--- config.mk ---
export PLATFORM = sky130hd
export DESIGN_NAME = quad_port_io
export DESIGN_NICKNAME = d
export VERILOG_FILES = /design/src/design/port_io_pkg.sv /design/src/design/port_lane.sv /design/src/design/quad_port_io.sv
export VERILOG_INCLUDE_DIRS = /design/src /design/src/design
export SDC_FILE = /design/constraint.sdc
export NUM_CORES = 1
export LEC_CHECK = 0
export BUFFER_PORTS_ARGS = -buffer_cell sky130_fd_sc_hd__buf_2
export CAP_MARGIN = 20
export CELL_PAD_IN_SITES_DETAIL_PLACEMENT = 2
export CELL_PAD_IN_SITES_GLOBAL_PLACEMENT = 2
export CORE_MARGIN = 3
export CORE_UTILIZATION = 32
export CTS_CLUSTER_DIAMETER = 60
export DETAILED_ROUTE_END_ITERATION = 16
export GPL_ROUTABILITY_DRIVEN = 0
export PLACE_DENSITY_LB_ADDON = 0.12
export SLEW_MARGIN = 15
export SYNTH_ARGS = -nofsm -noshare
export SYNTH_HDL_FRONTEND = slang
export SYNTH_SLANG_ARGS = --single-unit
--- constraint.sdc ---
create_clock -name clock -period 4.7 [get_ports clock]
set_input_delay 0.94 -clock clock [delete_from_list [all_inputs] [get_ports clock]]
set_output_delay 0.94 -clock clock [all_outputs]
set_load 0.01 [all_outputs]
--- src/design/port_io_defines.svh ---
`ifndef PORT_IO_DEFINES_SVH
`define PORT_IO_DEFINES_SVH

// ****************************************
// Data-memory map of the port registers
// ****************************************
`define FIRST_PORT_ADDR       8'h12
`define FIRST_PORT_DIR_ADDR   8'h13
`define SECOND_PORT_ADDR      8'h14
`define SECOND_PORT_DIR_ADDR  8'h15
`define THIRD_PORT_ADDR       8'h16
`define THIRD_PORT_DIR_ADDR   8'h17
`define FOURTH_PORT_ADDR      8'h18
`define FOURTH_PORT_DIR_ADDR  8'h19

// ****************************************
// Reset values and field positions
// ****************************************
`define DIR_RESET             8'hFF
`define DATA_RESET            8'h00
`define BUZZER_BIT            0
`define BUZZER_INV_BIT        1
`define DIVIDED_FREQ_BIT      3
`define EXT_INT_ZERO_BIT      4
`define EXT_INT_ONE_BIT       5
`define TIMER_ZERO_IN_BIT     6
`define TIMER_ONE_IN_BIT      7
`define TIMER_TWO_IN_BIT      0
`define UART_TX_BIT           6
`define UART_RX_BIT           7

`endif

--- src/design/port_io_pkg.sv ---
package port_io_pkg;

	typedef logic [7:0] byte_t;

	typedef enum logic [3:0] {
		BIT_SET   = 4'h1,
		BIT_CLEAR = 4'h2,
		COMPL     = 4'h4,
		COMPL_ACC = 4'h8
	} rmw_op_e;

	// Access from the CPU data-memory side.
	typedef struct packed {
		logic       rd;
		logic       wr;
		logic       rmw;
		rmw_op_e    op;
		logic [2:0] bitSel;
		logic [7:0] addr;
		logic [7:0] wdata;
	} mem_req_s;

	// Shared-function selections fixed at build time.
	typedef struct packed {
		logic buzzerEn;
		logic dividedFreqEn;
		logic pwmEn;
	} share_cfg_s;

endpackage : port_io_pkg

--- src/design/port_lane.sv ---
`timescale 1ns/1ps
`include "port_io_defines.svh"

// One 8-bit port: output latch, direction latch and pad read-back mux.
module port_lane #(
	parameter logic [7:0] DATA_ADDR = 8'h12,
	parameter logic [7:0] DIR_ADDR  = 8'h13
) (
	input  wire logic             clock,
	input  wire logic             rst,
	input  wire logic             wrEn,
	input  wire logic [7:0]       wrAddr,
	input  wire logic [7:0]       wrData,
	input  wire logic [7:0]       padIn,
	output logic [7:0]            latch,
	output logic [7:0]            dir,
	output logic [7:0]            readVal
);
	import port_io_pkg::*;

	logic [7:0] latch_q;
	logic [7:0] dir_q;

	always_ff @(posedge clock) begin
		if (rst) begin
			latch_q <= `DATA_RESET;
		end else if (wrEn && wrAddr == DATA_ADDR) begin
			latch_q <= wrData;
		end
	end

	always_ff @(posedge clock) begin
		if (rst) begin
			dir_q <= `DIR_RESET;
		end else if (wrEn && wrAddr == DIR_ADDR) begin
			dir_q <= wrData;
		end
	end

	assign latch = latch_q;
	assign dir   = dir_q;
	// Pad is not latched; it is taken straight from the pin at read time.
	assign readVal = (padIn & dir_q) | (latch_q & ~dir_q);

endmodule : port_lane

--- src/design/quad_port_io.sv ---
`timescale 1ns/1ps
`include "port_io_defines.svh"

// Behaviour
// Four 8-bit bidirectional ports, data registers at 12H, 14H, 16H, 18H.
// Port input is not latched; pad sampled directly during the read.
// Written output data held per bit until rewritten.
// Direction bit 1 gives Schmitt input, 0 gives push-pull output.
// Read returns pad for input bits and latch for output bits.
// Direction registers at 13H, 15H, 17H, 19H pair with data below.
// Reset sets all direction bits so every line is an input.
// Set, clear and complement read whole port, modify, write back.
// Every first-port line can raise a wake-up request; the code counts only lines whose direction bit is 1.
// Shared pins: buzzer, divided frequency, interrupts, timers, UART.
// Buzzer pair driven while latch bit 0 is 1; else forced 0.
// Divided-frequency pin gated by latch bit 3 when output.
// Divided-frequency signal toggles on each timer overflow.
// Fourth-port bits 0..3 route PWM when latch bit 1, else 0.
// Second-port pins also feed the A/D converter analog inputs.
// Software should set unused lines as outputs to save power.
// Shared-function and pull-up selections are static build-time inputs.
module quad_port_io (
	input  wire logic                   clock,
	input  wire logic                   rst,
	input  wire port_io_pkg::mem_req_s  req,
	output logic [7:0]                  rdata,
	output logic                        rdValid,
	output logic [7:0]                  accOut,
	output logic                        accValid,
	input  wire port_io_pkg::share_cfg_s shareCfg,
	input  wire logic [3:0]             pullUpCfg,
	input  wire logic                   buzzerSig,
	input  wire logic                   timerOverflow,
	input  wire logic                   timerOn,
	input  wire logic [3:0]             modulatedOutputs,
	input  wire logic                   powerDown,
	output logic                        wakeUp,
	input  wire logic [31:0]            padIn,
	output logic [31:0]                 padOut,
	output logic [31:0]                 padOe,
	output logic [31:0]                 padPullUp,
	output logic [7:0]                  analogSelect,
	output logic                        extInterruptZero_n,
	output logic                        extInterruptOne_n,
	output logic                        timerZeroInput,
	output logic                        timerOneInput,
	output logic                        timerTwoInput,
	output logic                        uartRx,
	input  wire logic                   uartTx,
	input  wire logic                   uartTxEn
);
	import port_io_pkg::*;

	// ****************************************
	// Helper functions
	// ****************************************
	function automatic logic [7:0] apply_op(input logic [7:0] v, input rmw_op_e op,
		input logic [2:0] b);
		logic [7:0] m;
		m = 8'h01 << b;
		unique case (op)
			BIT_SET:   apply_op = v | m;
			BIT_CLEAR: apply_op = v & ~m;
			COMPL:     apply_op = ~v;
			COMPL_ACC: apply_op = ~v;
			default:   apply_op = v;
		endcase
	endfunction : apply_op

	function automatic logic is_port_data(input logic [7:0] a);
		is_port_data = (a == `FIRST_PORT_ADDR) || (a == `SECOND_PORT_ADDR) ||
			(a == `THIRD_PORT_ADDR) || (a == `FOURTH_PORT_ADDR);
	endfunction : is_port_data

	// ****************************************
	// Port lanes
	// ****************************************
	logic [31:0] latchAll;
	logic [31:0] dirAll;
	logic [31:0] readAll;
	logic        laneWr;
	logic [7:0]  laneData;
	logic [7:0]  selRead;

	port_lane #(.DATA_ADDR(`FIRST_PORT_ADDR), .DIR_ADDR(`FIRST_PORT_DIR_ADDR)) u_first (
		.clock(clock), .rst(rst), .wrEn(laneWr), .wrAddr(req.addr), .wrData(laneData),
		.padIn(padIn[7:0]), .latch(latchAll[7:0]), .dir(dirAll[7:0]),
		.readVal(readAll[7:0]));
	port_lane #(.DATA_ADDR(`SECOND_PORT_ADDR), .DIR_ADDR(`SECOND_PORT_DIR_ADDR)) u_second (
		.clock(clock), .rst(rst), .wrEn(laneWr), .wrAddr(req.addr), .wrData(laneData),
		.padIn(padIn[15:8]), .latch(latchAll[15:8]), .dir(dirAll[15:8]),
		.readVal(readAll[15:8]));
	port_lane #(.DATA_ADDR(`THIRD_PORT_ADDR), .DIR_ADDR(`THIRD_PORT_DIR_ADDR)) u_third (
		.clock(clock), .rst(rst), .wrEn(laneWr), .wrAddr(req.addr), .wrData(laneData),
		.padIn(padIn[23:16]), .latch(latchAll[23:16]), .dir(dirAll[23:16]),
		.readVal(readAll[23:16]));
	port_lane #(.DATA_ADDR(`FOURTH_PORT_ADDR), .DIR_ADDR(`FOURTH_PORT_DIR_ADDR)) u_fourth (
		.clock(clock), .rst(rst), .wrEn(laneWr), .wrAddr(req.addr), .wrData(laneData),
		.padIn(padIn[31:24]), .latch(latchAll[31:24]), .dir(dirAll[31:24]),
		.readVal(readAll[31:24]));

	// ****************************************
	// Read mux and read-modify-write
	// ****************************************
	always_comb begin
		unique case (req.addr)
			`FIRST_PORT_ADDR:      selRead = readAll[7:0];
			`FIRST_PORT_DIR_ADDR:  selRead = dirAll[7:0];
			`SECOND_PORT_ADDR:     selRead = readAll[15:8];
			`SECOND_PORT_DIR_ADDR: selRead = dirAll[15:8];
			`THIRD_PORT_ADDR:      selRead = readAll[23:16];
			`THIRD_PORT_DIR_ADDR:  selRead = dirAll[23:16];
			`FOURTH_PORT_ADDR:     selRead = readAll[31:24];
			`FOURTH_PORT_DIR_ADDR: selRead = dirAll[31:24];
			default:               selRead = 8'h00;
		endcase
	end

	// A read-modify-write sees the pad for input bits, so an input pin that
	// differs from its latch overwrites that latch; software must allow it.
	always_comb begin
		laneWr   = 1'b0;
		laneData = req.wdata;
		if (req.rmw && req.op != COMPL_ACC) begin
			laneWr   = 1'b1;
			laneData = apply_op(selRead, req.op, req.bitSel);
		end else if (req.wr) begin
			laneWr = 1'b1;
		end
	end

	always_ff @(posedge clock) begin
		if (rst) begin
			rdata   <= 8'h00;
			rdValid <= 1'b0;
		end else begin
			rdata   <= selRead;
			rdValid <= req.rd;
		end
	end

	always_ff @(posedge clock) begin
		if (rst) begin
			accOut   <= 8'h00;
			accValid <= 1'b0;
		end else begin
			accOut   <= apply_op(selRead, COMPL_ACC, req.bitSel);
			accValid <= req.rmw && req.op == COMPL_ACC && is_port_data(req.addr);
		end
	end

	// ****************************************
	// Divided-frequency generator
	// ****************************************
	logic divFreq_q;

	always_ff @(posedge clock) begin
		if (rst) begin
			divFreq_q <= 1'b0;
		end else if (!timerOn) begin
			divFreq_q <= 1'b0;
		end else if (timerOverflow) begin
			divFreq_q <= ~divFreq_q;
		end
	end

	// ****************************************
	// Pin drive with shared functions
	// ****************************************
	logic [31:0] outVal;

	always_comb begin
		outVal = latchAll;
		if (shareCfg.buzzerEn) begin
			outVal[`BUZZER_BIT]     = latchAll[`BUZZER_BIT] & buzzerSig;
			outVal[`BUZZER_INV_BIT] = latchAll[`BUZZER_BIT] & ~buzzerSig;
		end
		if (shareCfg.dividedFreqEn) begin
			outVal[`DIVIDED_FREQ_BIT] = latchAll[`DIVIDED_FREQ_BIT] & divFreq_q;
		end
		if (shareCfg.pwmEn) begin
			outVal[27:24] = latchAll[27:24] & modulatedOutputs;
		end
		if (uartTxEn) begin
			outVal[16 + `UART_TX_BIT] = uartTx;
		end
	end

	always_ff @(posedge clock) begin
		if (rst) begin
			padOut <= 32'h0000_0000;
			padOe  <= 32'h0000_0000;
		end else begin
			padOut <= outVal;
			padOe  <= ~dirAll;
		end
	end

	always_comb begin
		for (int p = 0; p < 4; p++) begin
			padPullUp[p*8 +: 8] = {8{pullUpCfg[p]}} & dirAll[p*8 +: 8];
		end
	end

	// ****************************************
	// Shared inputs and wake-up
	// ****************************************
	assign analogSelect       = dirAll[15:8];
	assign extInterruptZero_n = padIn[24 + `EXT_INT_ZERO_BIT];
	assign extInterruptOne_n  = padIn[24 + `EXT_INT_ONE_BIT];
	assign timerZeroInput     = padIn[24 + `TIMER_ZERO_IN_BIT];
	assign timerOneInput      = padIn[24 + `TIMER_ONE_IN_BIT];
	assign timerTwoInput      = padIn[16 + `TIMER_TWO_IN_BIT];
	assign uartRx             = padIn[16 + `UART_RX_BIT];

	// A wake-up is any change on a first-port input line while powered down.
	logic [7:0] firstPad_q;

	always_ff @(posedge clock) begin
		if (rst) begin
			firstPad_q <= 8'h00;
			wakeUp     <= 1'b0;
		end else begin
			firstPad_q <= padIn[7:0];
			wakeUp     <= powerDown && |((firstPad_q ^ padIn[7:0]) & dirAll[7:0]);
		end
	end

endmodule : quad_port_io

==> run_results.csv <==
group,metric,value,unit
run_status,outcome,"complete, no violations",
finish,fin_cells,1206,
logic_synthesis,yosysWarnings,0,
clock_network,root_buffer,"clkbuf_16",
global_route,grt_usage,0.2468,
sta,hold_violations,0,
logic_synthesis,yosysSeqAreaShare,0.4674,
place,placed_cells,1174,
critical_path,crit_start,"req[10]",
floorplan,fp.coreArea,20360,um^2
sta,worst_clock_skew,0.009303,ns
sta,finalCritPeriodShare,0.6855,
sta,min_period,3.222,ns
clock_network,numCtsBuffers,17,
logic_synthesis,syn_nets,823,
routing,ant_nets,0,
clock_network,cts_max_level,4,
floorplan,dieArea,22650,um^2
routing,vias,6448,
finish,final_common_cell,"buf_2",
routing,wirelength,27.81,mm
logic_synthesis,ys_ff_latch,156,
floorplan,die_x,150.5,um
sta,finalMaxSlewViolations,0,
place,portBuffers,205,
clock_network,cts_sinks,156,
routing,route.detailed.drc,0,
power,p_seq_frac,0.446,
routing,highest_layer,"met4",
sta,worst_slew_pin_slew,0.9809,ns
critical_path,critical_path_class,"in -> reg",
routing,routed-wl-met2,14.67,mm
critical_path,r2r_cells,6,
power,switchingPower,0.8549,mW
critical_path,timing.rr.start,"u_first.dir[5]$_SDFFE_PP1P_",
sta,setup_violations,0,
floorplan,die_h,150.5,um
routing,routed_via_density,5.347,
logic_synthesis,synthDistinctLibCells,69,
critical_path,reg2reg_to,"u_second.latch[5]$_SDFFE_PP0P_",
finish,syn2layout_area_growth,25.84,%
clock_network,clock_latency,0.43,ns
logic_synthesis,syn_area,6681,um^2
routing,drt_iter0_drc,314,
floorplan,start_util,0.3281,
floorplan,ioPinCount,206,
power,p_leak,3.675,nW
logic_synthesis,ys_async_sr_fraction,0,
job,cap_violations,0,
min_path,worstHoldPathType,"reg -> reg",
sta,fmax,310.4,MHz
global_route,first_global_vias,6985,
critical_path,critPathLaunchType,"primary input",
finish,nNetsFinal,1000,
power,p_int,2.148,mW
power,ir_worst_vdd,232.3,uV
clock_network,cts_setup_buffers,0,
finish,fill_cells,2300,
logic_synthesis,synth_edf_count,0,
routing,wl_per_cell,23.06,um
logic_synthesis,synth_ff_type,"dfxtp_1",
global_route,grt_pass1_wl,42.30,mm
sta,grt_setup_unrepaired,"false",
clock_network,post_cts_resized,0,
global_route,antenna_found_initial,1,
routing,first_pass_iters,5,
routing,wl_met3,1.353,mm
floorplan,row_count,52,
critical_path,cp.required,5.02,ns
power,clock_power_share,0.461,
finish,layout-drive-gt1-share,0.2778,
power,p_sw_frac,0.2846,
finish,most-common-layout-cells,"buf_2 (204), dfxtp_1 (156), nor2_1 (107)",
critical_path,end_kind,"register",
finish,n_antenna_cell,0,
logic_synthesis,synth_cells,746,
critical_path,rrSetupSlack,2.23,ns
sta,setup_tns,0,ns
sta,slew_headroom,0.3410,
power,comb_power_share,0.093,
clock_network,cts_tree,"done",
clock_network,clk_pin_slew,0.07,ns
global_route,grt_max_degree,77,
logic_synthesis,syn_avg_cell_area,8.956,um^2
global_route,overflow,0,
clock_network,cts.path.max_buffers,2,
critical_path,arrival,3.54,ns
place,dpl.hpwl,20.93,mm
clock_network,hold_buffers,0,
critical_path,path_max_fanout,15,
routing,wl_met1,11.23,mm
power,powerDensity,357.2,nW/um^2
critical_path,crit_end,"u_third.latch[6]$_SDFFE_PP0P_",
-- flip-flops by register name, summed over array words and instances, names as in the netlist --
| name | cells |
|---|---|
| u_third.dir | 8 |
| wakeUp | 1 |
| u_fourth.latch | 8 |
| u_first.latch | 8 |
| u_fourth.dir | 8 |
| rdata | 8 |
| accValid | 1 |
| u_third.latch | 8 |
| rdValid | 1 |
| u_second.latch | 8 |
| firstPad_q | 8 |
| padOe | 32 |
| u_first.dir | 8 |
| divFreq_q | 1 |
| u_second.dir | 8 |
| padOut | 32 |
| accOut | 8 |
-- worst max-delay path: stages --
cell and delay (ns):
buf_2 0.19, or3b_1 0.57, o22ai_1 0.22, or3_1 0.46, a211oi_1 0.55, nor2_1 0.31, a31o_2 0.30
-- cells by family (layout without fill, tap and decap cells) --
logic type / after synthesis / count (layout) / share of synthesized area
AO/OA/AOI/OAI: 194 / 194 / 0.1974
multiplexers: 27 / 27 / 0.04138
AND/OR/NAND/NOR: 297 / 297 / 0.2335
XOR/XNOR: 11 / 11 / 0.01442
flip-flops: 156 / 156 / 0.4674
buffers and inverters: 61 / 251 / 0.04588
-- metrics by stage --
step                      cell area (um^2)    util  power, mW  hold WS, ns  setup slack [ns]
final                                 8408  0.4129      3.003       0.4848             1.478
after global routing                  8408  0.4129      3.128       0.4964             1.410
after detailed placement              7819  0.3839      1.647       0.4772             1.137
after floorplan                       6681       -      1.521       0.4259             1.927
after CTS                             8408  0.4129      3.029       0.4928             1.530
after global placement                7819  0.3839      1.637       0.4759             1.225
-- per-layer routing --
metal	up-vias	global-route usage
met5	-	0
met4	0	0.06587
met3	36	0.04425
met2	216	0.4546
met1	3194	0.2936
li1	3002	-
-- synthesized netlist by cell type, types with 4 or more instances --
cell type / number / area share
o2bb2ai_1: 4 / 0.0052
nand2b_1: 10 / 0.0094
xor2_1: 10 / 0.013
clkbuf_1: 23 / 0.013
a21o_1: 6 / 0.0067
nor2b_1: 33 / 0.031
nand2_1: 23 / 0.013
a21oi_1: 33 / 0.025
a211oi_1: 40 / 0.045
o31ai_1: 9 / 0.010
and2_1: 41 / 0.038
inv_1: 8 / 0.0045
o21ai_1: 4 / 0.0030
nand3b_1: 6 / 0.0067
o21a_1: 5 / 0.0056
nor3b_1: 4 / 0.0045
nor2_1: 107 / 0.060
dfxtp_1: 156 / 0.47
or4_1: 5 / 0.0056
mux2i_1: 25 / 0.037
or4b_1: 4 / 0.0060
or3_1: 6 / 0.0056
buf_4: 15 / 0.017
nor3_1: 22 / 0.016
a22oi_1: 5 / 0.0056
and3_1: 9 / 0.0084
nand3_1: 10 / 0.0075
o21ai_0: 39 / 0.029
o22ai_1: 11 / 0.010
or3b_2: 4 / 0.0052
buf_2: 11 / 0.0082
-- power by group through the flow --
stage	logic (mW)	clock network (mW)	registers (mW)
after global placement	0.268	0	1.37
after global routing	0.305	1.48	1.34
final	0.280	1.39	1.34
after floorplan	0.149	0	1.37
after detailed placement	0.277	0	1.37
after CTS	0.280	1.41	1.34
-- layout make-up --
| type | count | area, um^2 | share of cell area |
|---|---|---|---|
| Clock inverter | 15 | 163.9 | 0.01949 |
| Tap cell | 270 | 337.8 | 0.04018 |
| Clock buffer | 17 | 425.4 | 0.05060 |
| Inverter | 9 | 33.78 | 0.004018 |
| Timing Repair Buffer | 210 | 1066 | 0.1268 |
| Multi-Input combinational cell | 529 | 3258 | 0.3875 |
| Sequential cell | 156 | 3123 | 0.3714 |
-- how the worst min path moves through the flow --
stage | from | to | depth (start not counted)
final | u_third.latch[5]$_SDFFE_PP0P_ | padOut[21]$_SDFF_PP0_ | 1
after global routing | u_third.latch[5]$_SDFFE_PP0P_ | padOut[21]$_SDFF_PP0_ | 1
after CTS | u_third.latch[5]$_SDFFE_PP0P_ | padOut[21]$_SDFF_PP0_ | 1
after detailed placement | u_second.latch[1]$_SDFFE_PP0P_ | padOut[9]$_SDFF_PP0_ | 1
after global placement | u_first.dir[0]$_SDFFE_PP1P_ | padOe[0]$_SDFF_PP0_ | 1
after floorplan | u_fourth.dir[6]$_SDFFE_PP1P_ | padOe[30]$_SDFF_PP0_ | 1
(Power assumes the default switching activity.)
